$ cat src/common/adcr_pkg.sv
// adcr_pkg: constants and types of the converter configuration register bank
package adcr_pkg;
    // register addresses
    localparam logic [7:0] ADDR_IDENT = 8'h00;
    localparam logic [7:0] ADDR_POWER = 8'h01;
    localparam logic [7:0] ADDR_IFACE = 8'h02;
    localparam logic [7:0] ADDR_MODE  = 8'h03;
    // reset values
    localparam logic [7:0] RST_POWER  = 8'h11;
    localparam logic [7:0] RST_IFACE  = 8'h05;
    localparam logic [7:0] RST_MODE   = 8'h00;
    // writable bit masks, reserved bits read zero
    localparam logic [7:0] POWER_WMASK = 8'h13;
    localparam logic [7:0] IFACE_WMASK = 8'h0F;
    // field positions
    localparam int PWR_RESET_BIT  = 4;
    localparam int PWR_LSHIFT_BIT = 1;
    localparam int PWR_REF_BIT    = 0;
    localparam int IF_TIMEOUT_BIT = 3;
    localparam int IF_STATUS_BIT  = 2;
    localparam int IF_CHECK_LSB   = 0;
    // identification field widths
    localparam int VARIANT_W  = 3;
    localparam int REVISION_W = 5;

    // check byte appended to conversion data read-back
    typedef enum logic [1:0] {
        CHK_NONE = 2'h0,
        CHK_SUM  = 2'h1,
        CHK_CRC  = 2'h2,
        CHK_RSVD = 2'h3
    } adcr_check_t;

    // conversion-mode register layout, bit 7 down to bit 0
    typedef struct packed {
        logic       reference_polarity_reverse;
        logic       conversion_run_mode;
        logic [1:0] chop_select;
        logic [3:0] conversion_delay;
    } adcr_mode_t;

    // one byte written by the command decoder
    typedef struct packed {
        logic       strobe;
        logic [7:0] addr;
        logic [7:0] data;
    } adcr_wr_t;

    // configuration presented to the analog and interface logic
    typedef struct packed {
        logic        level_shift_enable;
        logic        internal_reference_enable;
        logic        excitation_allowed;
        logic        timeout_enable;
        logic        status_byte_enable;
        adcr_check_t check_mode;
        adcr_mode_t  mode;
        logic        single_shot;
    } adcr_cfg_t;

    // group staging states
    typedef enum logic [1:0] {
        GB_IDLE = 2'b01,
        GB_PEND = 2'b10
    } adcr_gb_state_t;
endpackage

$ cat src/verilog/adcr_group_buf.sv
// adcr_group_buf: staging buffer for group-updated register bytes
`timescale 1ns/10ps
module adcr_group_buf
    import adcr_pkg::*;
(
    input  wire logic       sys_clk_i,
    input  wire logic       rst_n_i,
    input  wire logic       stage_i,
    input  wire logic [7:0] data_i,
    input  wire logic       done_i,
    input  wire logic       abort_i,
    output logic            commit_o,
    output logic [7:0]      data_o
);
    adcr_gb_state_t state;
    logic [7:0]     held;

    // hold the latest staged byte until the command ends
    always_ff @(posedge sys_clk_i) begin
        if (!rst_n_i) begin
            state <= GB_IDLE;
            held  <= 8'h00;
        end else if (abort_i) begin
            state <= GB_IDLE; // cut-short command drops staged data
        end else if (done_i) begin
            state <= GB_IDLE;
        end else if (stage_i) begin
            state <= GB_PEND;
            held  <= data_i;
        end
    end

    // apply only on completion; a byte staged with done still counts
    always_ff @(posedge sys_clk_i) begin
        if (!rst_n_i) begin
            commit_o <= 1'b0;
            data_o   <= 8'h00;
        end else begin
            commit_o <= 1'b0;
            unique case (state)
                GB_IDLE: begin
                    if (done_i && !abort_i && stage_i) begin
                        commit_o <= 1'b1;
                        data_o   <= data_i;
                    end
                end
                GB_PEND: begin
                    if (done_i && !abort_i) begin
                        commit_o <= 1'b1;
                        data_o   <= stage_i ? data_i : held;
                    end
                end
            endcase
        end
    end
endmodule

$ cat src/verilog/adcr_regs.sv
// adcr_regs: identification, power, interface and conversion-mode registers
//
// Contract
// identification upper three bits hold a read-only variant code
// identification lower five bits hold a read-only silicon revision code
// reset indicator set by every reset, cleared only by host writing zero
// power bit 1 enables the level-shift voltage, resets disabled
// power bit 0 enables the internal reference, resets enabled
// power register resets to 11h, reserved bits read zero
// interface bit 3 enables serial time-out, resets disabled
// interface bit 2 includes the status byte, resets included
// check field selects none, checksum, CRC; 11 reserved; resets checksum
// interface register resets to 05h, reserved bits read zero
// conversion-mode register holds polarity, run mode, chop, delay; resets 00h
// run-mode zero means continuous, one means single-shot conversion
// writing conversion-mode restarts conversion and drives data ready high
// conversion-mode block writes apply on completion, discarded if cut short
// writes to read-only and reserved bits are ignored
// every field returns to reset value on reset, indicator reads one
`timescale 1ns/10ps
module adcr_regs
    import adcr_pkg::*;
#(
    parameter logic [VARIANT_W-1:0]  VARIANT_CODE  = 3'h5, // arbitrary value
    parameter logic [REVISION_W-1:0] REVISION_CODE = 5'h0A // arbitrary value
) (
    input  wire logic       sys_clk_i,
    input  wire logic       rst_n_i,
    input  wire adcr_wr_t   wr_i,
    input  wire logic       wr_done_i,
    input  wire logic       wr_abort_i,
    input  wire logic       rd_en_i,
    input  wire logic [7:0] rd_addr_i,
    input  wire logic       conv_data_ready_i,
    output logic [7:0]      rd_data_o,
    output logic            rd_valid_o,
    output adcr_cfg_t       cfg_o,
    output logic            adc_restart_o,
    output logic            data_ready_out_o
);
    ////////////////////////////////////////////////////////////////////////////////
    // storage
    logic       reset_flag;
    logic       level_shift_enable;
    logic       internal_reference_enable;
    logic       timeout_enable;
    logic       status_byte_enable;
    logic [1:0] check_sel;
    adcr_mode_t mode;
    logic       commit;
    logic [7:0] commit_data;
    logic [7:0] power_view;
    logic [7:0] iface_view;
    logic [7:0] ident_view;
    logic       wr_power;
    logic       wr_iface;
    logic       wr_mode;

    // address decode; the identification address takes no write
    assign wr_power = wr_i.strobe && (wr_i.addr == ADDR_POWER);
    assign wr_iface = wr_i.strobe && (wr_i.addr == ADDR_IFACE);
    assign wr_mode  = wr_i.strobe && (wr_i.addr == ADDR_MODE);

    ////////////////////////////////////////////////////////////////////////////////
    // power register, takes effect as each byte arrives
    always_ff @(posedge sys_clk_i) begin
        if (!rst_n_i) begin
            reset_flag                <= RST_POWER[PWR_RESET_BIT];
            level_shift_enable        <= RST_POWER[PWR_LSHIFT_BIT];
            internal_reference_enable <= RST_POWER[PWR_REF_BIT];
        end else if (wr_power) begin
            reset_flag                <= wr_i.data[PWR_RESET_BIT];
            level_shift_enable        <= wr_i.data[PWR_LSHIFT_BIT];
            internal_reference_enable <= wr_i.data[PWR_REF_BIT];
        end
    end

    // interface register
    always_ff @(posedge sys_clk_i) begin
        if (!rst_n_i) begin
            timeout_enable     <= RST_IFACE[IF_TIMEOUT_BIT];
            status_byte_enable <= RST_IFACE[IF_STATUS_BIT];
            check_sel          <= RST_IFACE[IF_CHECK_LSB+1:IF_CHECK_LSB];
        end else if (wr_iface) begin
            timeout_enable     <= wr_i.data[IF_TIMEOUT_BIT];
            status_byte_enable <= wr_i.data[IF_STATUS_BIT];
            check_sel          <= wr_i.data[IF_CHECK_LSB+1:IF_CHECK_LSB];
        end
    end

    ////////////////////////////////////////////////////////////////////////////////
    // conversion-mode register, updated only from the group buffer
    adcr_group_buf u_group (
        .sys_clk_i (sys_clk_i),
        .rst_n_i   (rst_n_i),
        .stage_i   (wr_mode),
        .data_i    (wr_i.data),
        .done_i    (wr_done_i),
        .abort_i   (wr_abort_i),
        .commit_o  (commit),
        .data_o    (commit_data)
    );

    always_ff @(posedge sys_clk_i) begin
        if (!rst_n_i) begin
            mode <= adcr_mode_t'(RST_MODE);
        end else if (commit) begin
            mode <= adcr_mode_t'(commit_data);
        end
    end

    // restart pulse and data-ready drive on a mode update
    assign adc_restart_o = commit;

    always_ff @(posedge sys_clk_i) begin
        if (!rst_n_i) begin
            data_ready_out_o <= 1'b1;
        end else begin
            data_ready_out_o <= commit ? 1'b1 : conv_data_ready_i;
        end
    end

    ////////////////////////////////////////////////////////////////////////////////
    // read views, reserved bits forced to zero
    assign ident_view = {VARIANT_CODE, REVISION_CODE};
    assign power_view = {3'h0, reset_flag, 2'h0, level_shift_enable,
                         internal_reference_enable} & POWER_WMASK;
    assign iface_view = {4'h0, timeout_enable, status_byte_enable,
                         check_sel} & IFACE_WMASK;

    // registered read data, unmapped addresses read zero
    always_ff @(posedge sys_clk_i) begin
        if (!rst_n_i) begin
            rd_data_o  <= 8'h00;
            rd_valid_o <= 1'b0;
        end else begin
            rd_valid_o <= rd_en_i;
            if (rd_en_i) begin
                unique case (rd_addr_i)
                    ADDR_IDENT: rd_data_o <= ident_view;
                    ADDR_POWER: rd_data_o <= power_view;
                    ADDR_IFACE: rd_data_o <= iface_view;
                    ADDR_MODE:  rd_data_o <= mode;
                    default:    rd_data_o <= 8'h00;
                endcase
            end
        end
    end

    // configuration outputs; excitation needs the reference
    always_ff @(posedge sys_clk_i) begin
        if (!rst_n_i) begin
            cfg_o <= '0;
        end else begin
            cfg_o.level_shift_enable        <= level_shift_enable;
            cfg_o.internal_reference_enable <= internal_reference_enable;
            cfg_o.excitation_allowed        <= internal_reference_enable;
            cfg_o.timeout_enable            <= timeout_enable;
            cfg_o.status_byte_enable        <= status_byte_enable;
            cfg_o.check_mode                <= adcr_check_t'(check_sel);
            cfg_o.mode                      <= mode;
            cfg_o.single_shot               <= mode.conversion_run_mode;
        end
    end
endmodule
$ cat config.mk
export PLATFORM = sky130hd
export DESIGN_NAME = adcr_regs
export DESIGN_NICKNAME = d
export VERILOG_FILES = /design/src/common/adcr_pkg.sv /design/src/verilog/adcr_group_buf.sv /design/src/verilog/adcr_regs.sv
export SDC_FILE = /design/constraint.sdc
export NUM_CORES = 1
export LEC_CHECK = 0
export ABC_AREA = 1
export BUFFER_PORTS_ARGS = -buffer_cell sky130_fd_sc_hd__buf_2
export CORE_ASPECT_RATIO = 0.7
export CORE_MARGIN = 8
export CORE_UTILIZATION = 60
export CTS_BUF_LIST = sky130_fd_sc_hd__clkbuf_8
export DETAILED_ROUTE_END_ITERATION = 16
export GPL_TIMING_DRIVEN = 0
export PLACE_DENSITY = 0.89
export RECOVER_POWER = 25
export SYNTH_ARGS = -nofsm -noshare
export SYNTH_HDL_FRONTEND = slang
export SYNTH_SLANG_ARGS = --single-unit
export TNS_END_PERCENT = 10
$ cat constraint.sdc
create_clock -name sys_clk_i -period 1.7 [get_ports sys_clk_i]
set_input_delay 0.255 -clock sys_clk_i [delete_from_list [all_inputs] [get_ports sys_clk_i]]
set_output_delay 0.255 -clock sys_clk_i [all_outputs]
set_load 0.05 [all_outputs]
---- Word-level counts from Yosys, hierarchy flattened ----
Cells that the tools add are included.
storage, ports and cells
  flip-flop bits (word level) ............. 58
  input port bits ......................... 31
  logic and storage cells ................. 58
  output and inout bits ................... 27
cells by class
  eq/ne operators ......................... 10
  reduce and logical (&&, ||, !) cells .... 11
  multiplexer cells ....................... 8
  bitwise logic cells ..................... 3
operators by type and width
  kind                count
  $eq 8x2->1 const B  4
  $pmux 8 s4          1
  $mux 8              3
  $eq 8x1->1 const B  2
  $pmux 8 s2          1
  $logic_not 8->1     1
  $logic_and 1x1->1   5
  $ne 2x1->1 const B  2
  $reduce_and 2->1    2
  $not 1->1           3
  $reduce_or 3->1     1
  $eq 2x1->1 const B  1
  $eq 2x2->1 const B  1
  $mux 1              2
  $pmux 1 s2          1
  $reduce_or 2->1     1
  $logic_not 1->1     1

---- Depth between registers and ports, before layout ----
Gate-level depths: netlist (run 1).
  depth in word-level cells ............... 5
  mapped depth ............................ 9
  gate-level depth less buffers ........... 9

---- Cells and area by module ----
A second synthesis (run 1) with hierarchy kept.
unflattened totals
  cell total of the unflattened synthesis .. 349
  area, all modules ....................... 2,561.2 µm²
by module, submodules not included
  module          area an instance (µm²)  seq. area each (µm²)  cells each  instances
  adcr_regs       1,566.5                 780.7                 209         1
  adcr_group_buf  994.7                   380.4                 140         1

---- Worst setup path before layout (run 1) ----
Ideal clock, no wire load.
  path kind ............................... reg-to-reg
  from .................................... register u_group.commit_o
  to ...................................... register mode[0] (netlist name)
  setup time .............................. 0.070 ns
  arrival time ............................ 1.211 ns
  path slack .............................. 0.419 ns
  data required time ...................... 1.630 ns
  clock period less this slack ............ 1.281 ns
  path buffers ............................ 1
  cell stages (with the launch flop) ...... 4
  path through ............................ dfxtp_1 > clkbuf_1 > o21ai_0 > a21oi_1
RTL lines
  item                    RTL line              RTL
  from (decl)             adcr_group_buf.sv:12  output logic commit_o,
  from (signal assigned)  adcr_group_buf.sv:36  commit_o <= 1'b0;
  from (signal assigned)  adcr_group_buf.sv:39  commit_o <= 1'b0;
  from (signal assigned)  adcr_group_buf.sv:43  commit_o <= 1'b1;
  to (signal assigned)    adcr_regs.sv:106      mode <= adcr_mode_t'(RST_MODE);
  to (signal assigned)    adcr_regs.sv:108      mode <= adcr_mode_t'(commit_data);
  to (decl)               adcr_regs.sv:49       adcr_mode_t mode;

---- Final worst setup path (run 1) ----
  from .................................... register u_group.state[1]
  to ...................................... register u_group.data_o[1]
between the ends
  longest elaborated chain between the ends .. 3
  elaborated cells on any way between the ends .. 6
  those cells by class .................... eq/ne: 4; mux: 1; reduce/logical: 1
RTL lines
  item                                             RTL line              RTL
  from (decl)                                      adcr_group_buf.sv:15  adcr_gb_state_t state;
  from (signal assigned)                           adcr_group_buf.sv:21  state <= GB_IDLE;
  from (signal assigned)                           adcr_group_buf.sv:24  state <= GB_IDLE;
  from (signal assigned)                           adcr_group_buf.sv:26  state <= GB_IDLE;
  $eq 2x2->1 / $eq 2x1->1 (equally long branches)  adcr_group_buf.sv:40  unique case (state)
  $ne 2x1->1 (no line)                             n/a
  $reduce_and 2->1 (no line)                       n/a
  to (signal assigned)                             adcr_group_buf.sv:44  data_o <= data_i;
  to (signal assigned)                             adcr_group_buf.sv:50  data_o <= stage_i ? data_i : held;
  to (decl)                                        adcr_group_buf.sv:13  output logic [7:0] data_o
Several ways; a longest one is shown, not always the timed one.
A chain may end at the register's enable or synchronous reset.

==> reports/summary.txt, run 1 <==
=====================================================================================
Post-CTS sizing ........................................................            0
Synth-to-Final Area Change .............................................       19.74%
Category of the most critical setup path ...............................      reg2reg
Detailed Routing Iterations Pass 1 .....................................            5
Number of enable-type register cells in the synthesized netlist ........            0
Hold WC Path Type ......................................................       in2reg
Switching share of power ...............................................       23.67%
Worst-case setup margin in the final layout ............................    0.1866 ns
Vertical die dimension ................................................. 71.20 microns
Portion of total power attributed to sequential cells ..................        48.2%
Most frequent standard cell in the layout excluding fill and tap cells . sky130_fd_sc_hd__nand2_1
Quantity of hold-fixing buffers added after cts ........................            0
Synthesized instance count .............................................          363
Via count of the first global-routing pass .............................         2505
Share of final-layout standard cells stronger than drive strength 1 ....       21.79%
Number of rows in the core area ........................................           20
Setup Fix Bufs, Post-CTS ...............................................            0
Antenna violations before repair .......................................            0
Core Footprint .........................................................   4254 sq um
Maximum fanout encountered on the critical timing path .................            8
Largest incremental delay on the critical path .........................      0.31 ns
Routed WL per cell ..................................................... 13.14 microns
Number of DRC markers in iteration 0 ...................................          185
Kind of capture point of the worst setup path ..........................     register
Drc violations .........................................................            0
Placer's final routability congestion estimate .........................       0.8878
Routed Wire Length ..................................................... 6453 microns
Maximum buffer depth of the clock tree .................................            2
CP required ............................................................      1.94 ns
Transition time of the tightest slew-check pin .........................    0.7062 ns
Critical path cell sequence ............................................ inv_1 -> nor2_1 -> inv_1 -> nand2_1 -> nand3_1 -> nand2_1 -> nor2_1
Beginning of the worst register-to-register path ....................... u_group.state[1]
Clock network power share ..............................................        44.5%
Total leakage power ....................................................     1.742 nW
Post-route cell area ...................................................   3127 sq um
Maximum clock frequency ................................................    660.7 MHz
CTS root buf ........................................................... sky130_fd_sc_hd__clkbuf_8
Number of sinks on the clock net .......................................           58
Remaining antenna violation count ......................................            0
Number of filler cells placed in the layout ............................          345
Clk_skew ...............................................................  0.006277 ns
Post-Place Setup Slack .................................................    0.2228 ns
Number of port buffers .................................................           57
CTS tree ...............................................................          yes
Ratio of total power to cell area ...................................... 917.9 nW/um^2
Primary flip-flop cell chosen by synthesis mapping ..................... sky130_fd_sc_hd__dfxtp_1
Final Setup Violations .................................................            0
Top library cells by usage in the layout, fill and taps aside .......... sky130_fd_sc_hd__nand2_1, sky130_fd_sc_hd__inv_1, sky130_fd_sc_hd__buf_2
Number of maximum-capacitance violations ...............................            0
Global Route Usage Sum .................................................       20.44%
Worst Hold Depth .......................................................            3
Slowest stage cell on the critical path ................................ sky130_fd_sc_hd__dfxtp_1
Source-to-sink clock delay at the later pin of the worst-skew pair .....      0.34 ns
Remaining Overflow, GRT ................................................            0
Clock transition at the registers of the reported paths ................      0.06 ns
Area of the die ........................................................   6753 sq um
Overall via count from detail_route ....................................         2536
Maximum number of pins on one net before global-route repair ...........           11
Routed vias/inst .......................................................        5.165
Final slew viol count ..................................................            0
Post-Synthesis Net Count ...............................................          394
Starting utilization of the core area ..................................       61.38%
Antenna diodes .........................................................            0
Kind of start point of the critical path ...............................     register
Mapped cell area .......................................................   2611 sq um
Cell Int Power .........................................................     2.191 mW
Post-layout minimum cycle time .........................................     1.513 ns
Count of nets after finishing ..........................................          462
Final Cycle Share ......................................................       89.03%
Area of combinational cells with multiple inputs .......................   1117 sq um
Arrival time worst endpoint ............................................      1.75 ns
Synth warn .............................................................            0
Hold endpoint .......................................................... data_ready_out_o
Run status ............................................................. complete, no violations
FF+latch count, synth ..................................................           58
Summed negative setup slack over all endpoints .........................         0 ns
Top-level port count ...................................................           58
Cts bufs inserted ......................................................            9
Unrepaired setup endpoints after global routing ........................           no
Wire length of the first global-routing pass ........................... 10780 microns
Number of hold violations in the final report ..........................            0
Portion of the post-synthesis area used by sequential elements .........       44.47%
Async SR Flop Fraction .................................................           0%
FF+latch area ..........................................................   1161 sq um
Half-perimeter wire length of the detailed placement result ............ 4841 microns
Width of the die ....................................................... 94.85 microns
Number of cells on the critical path ...................................            7
H-tree levels ..........................................................            3
Hold_sp ................................................................ conv_data_ready_i
Slew HR ................................................................       52.56%
Largest voltage drop on the vdd net ....................................    0.5209 mV
R2R cell count .........................................................            7
Largest delay contributor family on the critical path .................. simple AND/OR/NAND/NOR gates
Syn Area/Cell ..........................................................  7.194 sq um
Total power consumption of the routed design ...........................     2.870 mW
Switching power summed over all nets ...................................    0.6794 mW
Unique cell type count in the Yosys netlist ............................           30
Count of buffer and inverter cells on the critical path ................            2
Combinational group share of total power ...............................         7.3%
Internal reg-to-reg setup slack ........................................      0.19 ns
FF-to-FF End ........................................................... u_group.data_o[1]
Instance area after placement ..........................................   2965 sq um
=====================================================================================
tightest hold or removal path: cells and delay by family:
kind | cells | cell delay [ns]
buffers and inverters | 1 | 0.08
AND/OR/NAND/NOR | 2 | 0.07
logic make-up after synthesis:
family                 Yosys count  synth area share, %
AND/OR/NAND/NOR                195                35.51
AO/OA/AOI/OAI                   38                8.865
buffers and inverters           72                11.16
flip-flops                      58                44.47
Yosys cell counts, types with 2 or more instances:
library cell | count | share of area, %
sky130_fd_sc_hd__nor2_2 | 3 | 0.72
sky130_fd_sc_hd__dfxtp_1 | 58 | 44
sky130_fd_sc_hd__nand2_1 | 104 | 15
sky130_fd_sc_hd__inv_1 | 61 | 8.8
sky130_fd_sc_hd__nand3b_1 | 4 | 1.2
sky130_fd_sc_hd__buf_4 | 2 | 0.57
sky130_fd_sc_hd__buf_2 | 3 | 0.57
sky130_fd_sc_hd__a21oi_1 | 11 | 2.1
sky130_fd_sc_hd__nor3_1 | 4 | 0.77
sky130_fd_sc_hd__o211ai_1 | 12 | 3.5
sky130_fd_sc_hd__o21ai_0 | 11 | 2.1
sky130_fd_sc_hd__clkbuf_1 | 4 | 0.57
sky130_fd_sc_hd__nand2_2 | 6 | 1.4
sky130_fd_sc_hd__nand3_1 | 27 | 5.2
sky130_fd_sc_hd__nor2_1 | 35 | 5.0
sky130_fd_sc_hd__nand3_2 | 4 | 1.5
layer usage:
layer  global-route usage, %  routed length, microns  vias to the layer above
met5                       0                       0                        -
met4                   7.586                     119                        0
met3                   9.197                     626                       14
met2                   33.38                    2970                       99
met1                   22.79                    2736                     1157
li1                        -                       -                     1266
per-stage QoR:
stage	cells	util (%)	hold WS [ns]
floorplan	363	-	0.3466
global placement	475	69.71	0.4360
detailed placement	475	69.71	0.4384
CTS	491	74.50	0.08430
global route	491	73.50	0.09352
finish	491	73.50	0.09752
state kept, by name, summed over array words and instances (netlist names), 2 cells and up:
register / flops
cfg_o: 14
check_sel: 2
mode: 8
rd_data_o: 8
u_group.data_o: 8
u_group.held: 8
u_group.state: 2
power groups by stage:
stage | Sequential (mW) | Clock [mW] | Combinational (mW)
2_1_floorplan | 1.44 | 0 | 0.110
3_3_place_gp | 1.41 | 0 | 0.206
3_5_place_dp | 1.41 | 0 | 0.212
4_1_cts | 1.38 | 1.31 | 0.214
5_1_grt | 1.38 | 1.38 | 0.230
6_report | 1.38 | 1.28 | 0.208
worst max-delay path by stage:
stage                          start           endpoint  slack, ns
CTS                 u_group.state[1]  u_group.data_o[7]       0.22
global placement    u_group.state[1]  u_group.data_o[6]       0.30
floorplan           u_group.commit_o            mode[0]       0.42
detailed placement  u_group.state[1]  u_group.data_o[7]       0.22
global route        u_group.state[1]  u_group.data_o[7]       0.07
finish              u_group.state[1]  u_group.data_o[1]       0.19
layout make-up:
class                   instances  share of cell area, %
clock buffers                  11                  4.842
multi-input cells             233                  35.73
repair buffers                 57                  9.084
clock inverters                 5                  1.681
flip-flops and latches         58                  37.13
well taps                      55                  2.201
inverters                      62                  7.523
plain buffers                  10                  1.801
No activity file was read; power rests on OpenSTA's default activity.
==> run 2, diff against run 1 <==
--- a/config.mk
+++ b/config.mk
@@ -7,9 +7,11 @@
 export LEC_CHECK = 0
 export ABC_AREA = 1
 export BUFFER_PORTS_ARGS = -buffer_cell sky130_fd_sc_hd__buf_2
+export CELL_PAD_IN_SITES_DETAIL_PLACEMENT = 1
+export CELL_PAD_IN_SITES_GLOBAL_PLACEMENT = 2
 export CORE_ASPECT_RATIO = 0.7
-export CORE_MARGIN = 8
-export CORE_UTILIZATION = 60
+export CORE_MARGIN = 2
+export CORE_UTILIZATION = 33
 export CTS_BUF_LIST = sky130_fd_sc_hd__clkbuf_8
 export DETAILED_ROUTE_END_ITERATION = 16
 export GPL_TIMING_DRIVEN = 0
==> run 2 against run 1 <==
Effect of this change: combinational power up 2%; final cell count rose by 9.4%; non-clock buffer count unchanged; die area increased by 28%; power grew 0.79%; sequential power barely moved; sequential share of layout area shrank 0.64 points; routed wire length grew 9.6%; clock skew up 0.0037 ns; core utilization fell by 33 points; flip-flop and latch count did not move; fmax shrank 3.0%.
==> reports/summary.txt, run 2 (synthesis gave the netlist of run 1 again) <==
=====================================================================================
Number of flip-flops in the largest register ...........................           14
Run status ............................................................. complete, no violations
Arrival time worst endpoint ............................................      1.79 ns
Number of port buffers .................................................           57
Top layer in use .......................................................         met4
Top library cells by usage in the layout, fill and taps aside .......... sky130_fd_sc_hd__nand2_1, sky130_fd_sc_hd__inv_1, sky130_fd_sc_hd__buf_2
Final Cycle Share ......................................................       91.74%
Instance area after placement ..........................................   3023 sq um
Largest incremental delay on the critical path .........................      0.68 ns
Maximum number of pins on one net before global-route repair ...........           11
Clock transition at the registers of the reported paths ................      0.07 ns
Setup Fix Bufs, Post-CTS ...............................................            0
Routed Wire Length ..................................................... 7070 microns
CP required ............................................................      1.93 ns
Antenna violations before repair .......................................            0
Summed negative setup slack over all endpoints .........................         0 ns
Cts bufs inserted ......................................................            9
Global Route Usage Sum .................................................       18.00%
Post-route cell area ...................................................   3182 sq um
Detailed Routing Iterations Pass 1 .....................................            4
Post-CTS sizing ........................................................            0
Routed length on met2 .................................................. 3186 microns
Number of rows in the core area ........................................           27
Final slew viol count ..................................................            0
Final Setup Violations .................................................            0
Count of buffer and inverter cells on the critical path ................            1
Total power consumption of the routed design ...........................     2.893 mW
Drc violations .........................................................            0
Ratio of total power to cell area ...................................... 909.1 nW/um^2
Source-to-sink clock delay at the later pin of the worst-skew pair .....      0.34 ns
Remaining Overflow, GRT ................................................            0
CTS tree ...............................................................          yes
Maximum fanout encountered on the critical timing path .................            9
Area of combinational cells with multiple inputs .......................   1121 sq um
Post-layout minimum cycle time .........................................     1.560 ns
Category of the most critical setup path ...............................       in2reg
Quantity of hold-fixing buffers added after cts ........................            0
Number of filler cells placed in the layout ............................         1039
Kind of start point of the critical path ...............................   input port
Routed WL per cell ..................................................... 13.17 microns
H-tree levels ..........................................................            3
Top-level port count ...................................................           58
CTS root buf ........................................................... sky130_fd_sc_hd__clkbuf_8
Share of final-layout standard cells stronger than drive strength 1 ....       21.56%
Synth-to-Final Area Change .............................................       21.85%
Final Non-Filler Cells .................................................          537
Number of hold violations in the final report ..........................            0
Largest delay contributor family on the critical path .................. simple AND/OR/NAND/NOR gates
Transition time of the tightest slew-check pin .........................    0.8794 ns
Most frequent standard cell in the layout excluding fill and tap cells . sky130_fd_sc_hd__nand2_1
Remaining antenna violation count ......................................            0
Maximum buffer depth of the clock tree .................................            2
Hold WC Path Type ......................................................       in2reg
Total leakage power ....................................................     1.746 nW
Vertical die dimension ................................................. 78.43 microns
Slew HR ................................................................       41.16%
Antenna diodes .........................................................            0
FF+latch area ..........................................................   1161 sq um
Via count of the first global-routing pass .............................         2512
Kind of capture point of the worst setup path ..........................     register
Clk_skew ...............................................................   0.01001 ns
Unrepaired setup endpoints after global routing ........................           no
Detail Route met3 WL ...................................................  329 microns
Slowest stage cell on the critical path ................................ sky130_fd_sc_hd__nor2_1
Number of maximum-capacitance violations ...............................            0
WHS ....................................................................   0.09361 ns
Met1 wire length ....................................................... 3441 microns
Starting utilization of the core area ..................................       33.61%
Cell Count Post-Placement ..............................................          521
Half-perimeter wire length of the detailed placement result ............ 5430 microns
Wire length of the first global-routing pass ........................... 11770 microns
Placer's final routability congestion estimate .........................       0.7963
Largest voltage drop on the vdd net ....................................    0.4452 mV
Number of sinks on the clock net .......................................           58
Area of the die ........................................................   8652 sq um
Count of nets after finishing ..........................................          462
Critical path cell sequence ............................................ clkbuf_1 -> nor2_2 -> nand2_2 -> nor2_1 -> nand3b_4 -> o21ai_0 -> a21oi_1
Routed vias/inst .......................................................        4.680
Most flop-heavy register ...............................................        cfg_o
Overall via count from detail_route ....................................         2513
Width of the die ....................................................... 110.3 microns
Maximum clock frequency ................................................    641.2 MHz
Core Footprint .........................................................   7770 sq um
Number of DRC markers in iteration 0 ...................................           61
=====================================================================================
run 2: cell types whose count changed in the layout (fill, tap and decap cells not counted):
cell                         change
sky130_fd_sc_hd__clkinv_2        -2
sky130_fd_sc_hd__clkinvlp_4      -1
sky130_fd_sc_hd__inv_1           +3
sky130_fd_sc_hd__nand2_1         -1
sky130_fd_sc_hd__nand2_2         +1
sky130_fd_sc_hd__nand3_1         -1
sky130_fd_sc_hd__nand3_2         +1
sky130_fd_sc_hd__nand3b_1        -1
sky130_fd_sc_hd__nand3b_4        +1
sky130_fd_sc_hd__nor2_1          +1
sky130_fd_sc_hd__nor2_8          -1
run 2: routing by layer:
| layer | vias to the layer above | GRT usage, % |
|---|---|---|
| met5 | - | 0 |
| met4 | 0 | 5.375 |
| met3 | 11 | 6.229 |
| met2 | 46 | 29.57 |
| met1 | 1192 | 22.19 |
| li1 | 1264 | - |
run 2: cell type report:
class / instances / share of cell area (%)
plain buffers: 10 / 1.770
clock buffers: 11 / 4.758
clock inverters: 5 / 1.455
inverters: 62 / 7.393
multi-input cells: 233 / 35.23
flip-flops and latches: 58 / 36.49
well taps: 101 / 3.972
repair buffers: 57 / 8.926
run 2: final timing paths:
kind                                           to  cells after the start  slack [ns]              start
worst max register to register  u_group.data_o[6]                      7        0.23   u_group.state[1]
worst min register to register       rd_data_o[3]                      2        0.45       rd_data_o[3]
worst min-delay path             data_ready_out_o                      3        0.09  conv_data_ready_i
worst max-delay path                 check_sel[1]                      7        0.14           wr_i[11]
run 2: metrics by stage:
step | util, % | setup slack (ns)
5_1_grt | 40.95 | 0.02663
3_5_place_dp | 38.91 | 0.2346
6_report | 40.95 | 0.1404
2_1_floorplan | - | 0.4185
3_3_place_gp | 38.91 | 0.2140
4_1_cts | 41.45 | 0.2060
run 2: worst reg2reg max path, delay by kind of cell, from the launching register on:
kind | cells | cell delay, ns
flops | 1 | 0.31
buf+inv | 2 | 0.29
simple gates | 5 | 0.77
run 2: where the power goes:
part | switching, mW | internal [mW]
Sequential | 0.00727 | 1.38
Clock | 0.558 | 0.739
Combinational | 0.145 | 0.0671
Total | 0.710 | 2.18
==> run 3, diff against run 2 <==
--- a/config.mk
+++ b/config.mk
@@ -7,15 +7,14 @@
 export LEC_CHECK = 0
 export ABC_AREA = 1
 export BUFFER_PORTS_ARGS = -buffer_cell sky130_fd_sc_hd__buf_2
-export CELL_PAD_IN_SITES_DETAIL_PLACEMENT = 1
-export CELL_PAD_IN_SITES_GLOBAL_PLACEMENT = 2
+export CELL_PAD_IN_SITES_DETAIL_PLACEMENT = 0
+export CELL_PAD_IN_SITES_GLOBAL_PLACEMENT = 1
 export CORE_ASPECT_RATIO = 0.7
-export CORE_MARGIN = 2
-export CORE_UTILIZATION = 33
+export CORE_UTILIZATION = 43
 export CTS_BUF_LIST = sky130_fd_sc_hd__clkbuf_8
 export DETAILED_ROUTE_END_ITERATION = 16
 export GPL_TIMING_DRIVEN = 0
-export PLACE_DENSITY = 0.89
+export PLACE_DENSITY = 0.9
 export RECOVER_POWER = 25
 export SYNTH_ARGS = -nofsm -noshare
 export SYNTH_HDL_FRONTEND = slang
==> run 3 against run 2 <==
Effect of this change: clock skew is 0.0025 ns lower; clock power up 31%; worst hold slack worse by 0.0063 ns; via count down 3.2%; flip-flop and latch count unchanged; global-route usage up 2.8 points; combinational power down 2%; non-clock buffer count unchanged.
==> reports/summary.txt, run 3 (synthesis gave the netlist of run 1 again) <==
=====================================================================================
CTS tree ...............................................................          yes
Antenna diodes .........................................................            0
Routed WL per cell ..................................................... 11.68 microns
Most flop-heavy register ...............................................        cfg_o
H-tree levels ..........................................................            3
Remaining Overflow, GRT ................................................            0
Maximum fanout encountered on the critical timing path .................            8
Setup Fix Bufs, Post-CTS ...............................................            0
Number of port buffers .................................................           57
Maximum buffer depth of the clock tree .................................            2
Via count of the first global-routing pass .............................         2140
Post-Place Setup Slack .................................................    0.2723 ns
Maximum clock frequency ................................................    666.8 MHz
Top-level port count ...................................................           58
Combinational group share of total power ...............................         6.3%
Portion of total power attributed to sequential cells ..................        42.0%
Final Cycle Share ......................................................       88.22%
Category of the most critical setup path ...............................      reg2reg
Vertical die dimension ................................................. 67.20 microns
Switching share of power ...............................................       21.04%
Hold_sp ................................................................ conv_data_ready_i
Post-CTS sizing ........................................................            0
R2R cell count .........................................................            7
Clk_skew ...............................................................  0.007557 ns
Post-layout minimum cycle time .........................................     1.500 ns
Summed negative setup slack over all endpoints .........................         0 ns
Instance area after placement ..........................................   2990 sq um
Placer's final routability congestion estimate .........................       0.8363
Post-route cell area ...................................................   3228 sq um
Worst-case setup margin in the final layout ............................    0.2003 ns
Clock network power share ..............................................        51.6%
Slew HR ................................................................       44.91%
Half-perimeter wire length of the detailed placement result ............ 4503 microns
Width of the die ....................................................... 95.14 microns
Number of filler cells placed in the layout ............................          594
Number of sinks on the clock net .......................................           58
Clock transition at the registers of the reported paths ................      0.07 ns
Most frequent standard cell in the layout excluding fill and tap cells . sky130_fd_sc_hd__nand2_1
Beginning of the worst register-to-register path ....................... u_group.state[1]
Largest voltage drop on the vdd net ....................................    0.4440 mV
Hold WC Path Type ......................................................       in2reg
Count of nets after finishing ..........................................          462
Worst Hold Depth .......................................................            3
Cts bufs inserted ......................................................            9
Post-layout util .......................................................       55.81%
Switching power summed over all nets ...................................    0.6921 mW
Transition time of the tightest slew-check pin .........................    0.8200 ns
Kind of capture point of the worst setup path ..........................     register
CP required ............................................................      1.94 ns
Arrival time worst endpoint ............................................      1.74 ns
Number of rows in the core area ........................................           23
Maximum number of pins on one net before global-route repair ...........           11
Number of flip-flops in the largest register ...........................           14
Synth-to-Final Area Change .............................................       23.62%
Drc violations .........................................................            0
Number of maximum-capacitance violations ...............................            0
Final slew viol count ..................................................            0
Wire length of the first global-routing pass ........................... 9811 microns
Core Footprint .........................................................   5784 sq um
Top library cells by usage in the layout, fill and taps aside .......... sky130_fd_sc_hd__nand2_1, sky130_fd_sc_hd__inv_1, sky130_fd_sc_hd__buf_2
Ratio of total power to cell area ...................................... 1019 nW/um^2
Routed Wire Length ..................................................... 5971 microns
Cell Int Power .........................................................     2.598 mW
Unrepaired setup endpoints after global routing ........................           no
Quantity of hold-fixing buffers added after cts ........................            0
FF-to-FF End ........................................................... u_group.data_o[1]
Run status ............................................................. complete, no violations
Hold endpoint .......................................................... data_ready_out_o
Remaining antenna violation count ......................................            0
Kind of start point of the critical path ...............................     register
Number of DRC markers in iteration 0 ...................................           78
Internal reg-to-reg setup slack ........................................      0.20 ns
Number of hold violations in the final report ..........................            0
Total leakage power ....................................................     1.796 nW
Routed vias/inst .......................................................        4.759
Area of the die ........................................................   6393 sq um
Antenna violations before repair .......................................            0
Starting utilization of the core area ..................................       45.14%
Final Setup Violations .................................................            0
CTS root buf ........................................................... sky130_fd_sc_hd__clkbuf_8
Source-to-sink clock delay at the later pin of the worst-skew pair .....      0.34 ns
Overall via count from detail_route ....................................         2432
Share of final-layout standard cells stronger than drive strength 1 ....       22.02%
Global Route Usage Sum .................................................       20.78%
Detailed Routing Iterations Pass 1 .....................................            5
=====================================================================================
[run 3: metrics by stage]
step / std cells / hold slack, ns / power (mW)
floorplan: 363 / 0.3466 / 1.546
global placement: 495 / 0.4339 / 1.622
detailed placement: 495 / 0.4357 / 1.626
CTS: 511 / 0.08427 / 3.326
global route: 511 / 0.07916 / 3.411
finish: 511 / 0.08726 / 3.290
[run 3: how the worst max path moves through the flow]
| stage | from | endpoint |
|---|---|---|
| after floorplan | u_group.commit_o | mode[0] |
| after global placement | u_group.state[1] | u_group.data_o[7] |
| after detailed placement | wr_i[11] | u_group.data_o[7] |
| after CTS | u_group.state[1] | u_group.data_o[1] |
| after global routing | u_group.state[1] | u_group.data_o[4] |
| final | u_group.state[1] | u_group.data_o[1] |
[run 3: cell type report]
class                   count  area, sq um  area share (%)
plain buffers              10        56.30           1.744
multi-input cells         233         1130           35.00
flip-flops and latches     58         1161           35.97
inverters                  62        235.2           7.287
well taps                  75        93.84           2.907
clock buffers              10        137.6           4.264
repair buffers             57        285.3           8.837
clock inverters             6        128.9           3.992
[run 3: critical path, stage by stage (launching register included)]
cell and delay, ns:
sky130_fd_sc_hd__dfxtp_1 0.31, sky130_fd_sc_hd__inv_1 0.07, sky130_fd_sc_hd__nor2_1 0.28, sky130_fd_sc_hd__inv_1 0.22, sky130_fd_sc_hd__nand2_1 0.27, sky130_fd_sc_hd__nand3_1 0.12
sky130_fd_sc_hd__nand2_1 0.08, sky130_fd_sc_hd__nor2_1 0.04
[run 3: per-layer routing]
layer | global-route usage [%] | vias to the layer above | part of all wire, %
li1 | - | 1268 | -
met1 | 26.78 | 1084 | 50
met2 | 31.96 | 71 | 42
met3 | 7.995 | 9 | 6.6
met4 | 6.818 | 0 | 1.3
met5 | 0 | - | 0
[run 3: power groups by stage]
stage / Sequential (mW) / Clock [mW] / Combinational (mW)
6_report: 1.38 / 1.70 / 0.208
5_1_grt: 1.38 / 1.80 / 0.231
4_1_cts: 1.38 / 1.73 / 0.213
3_5_place_dp: 1.41 / 0 / 0.212
3_3_place_gp: 1.41 / 0 / 0.209
2_1_floorplan: 1.44 / 0 / 0.110
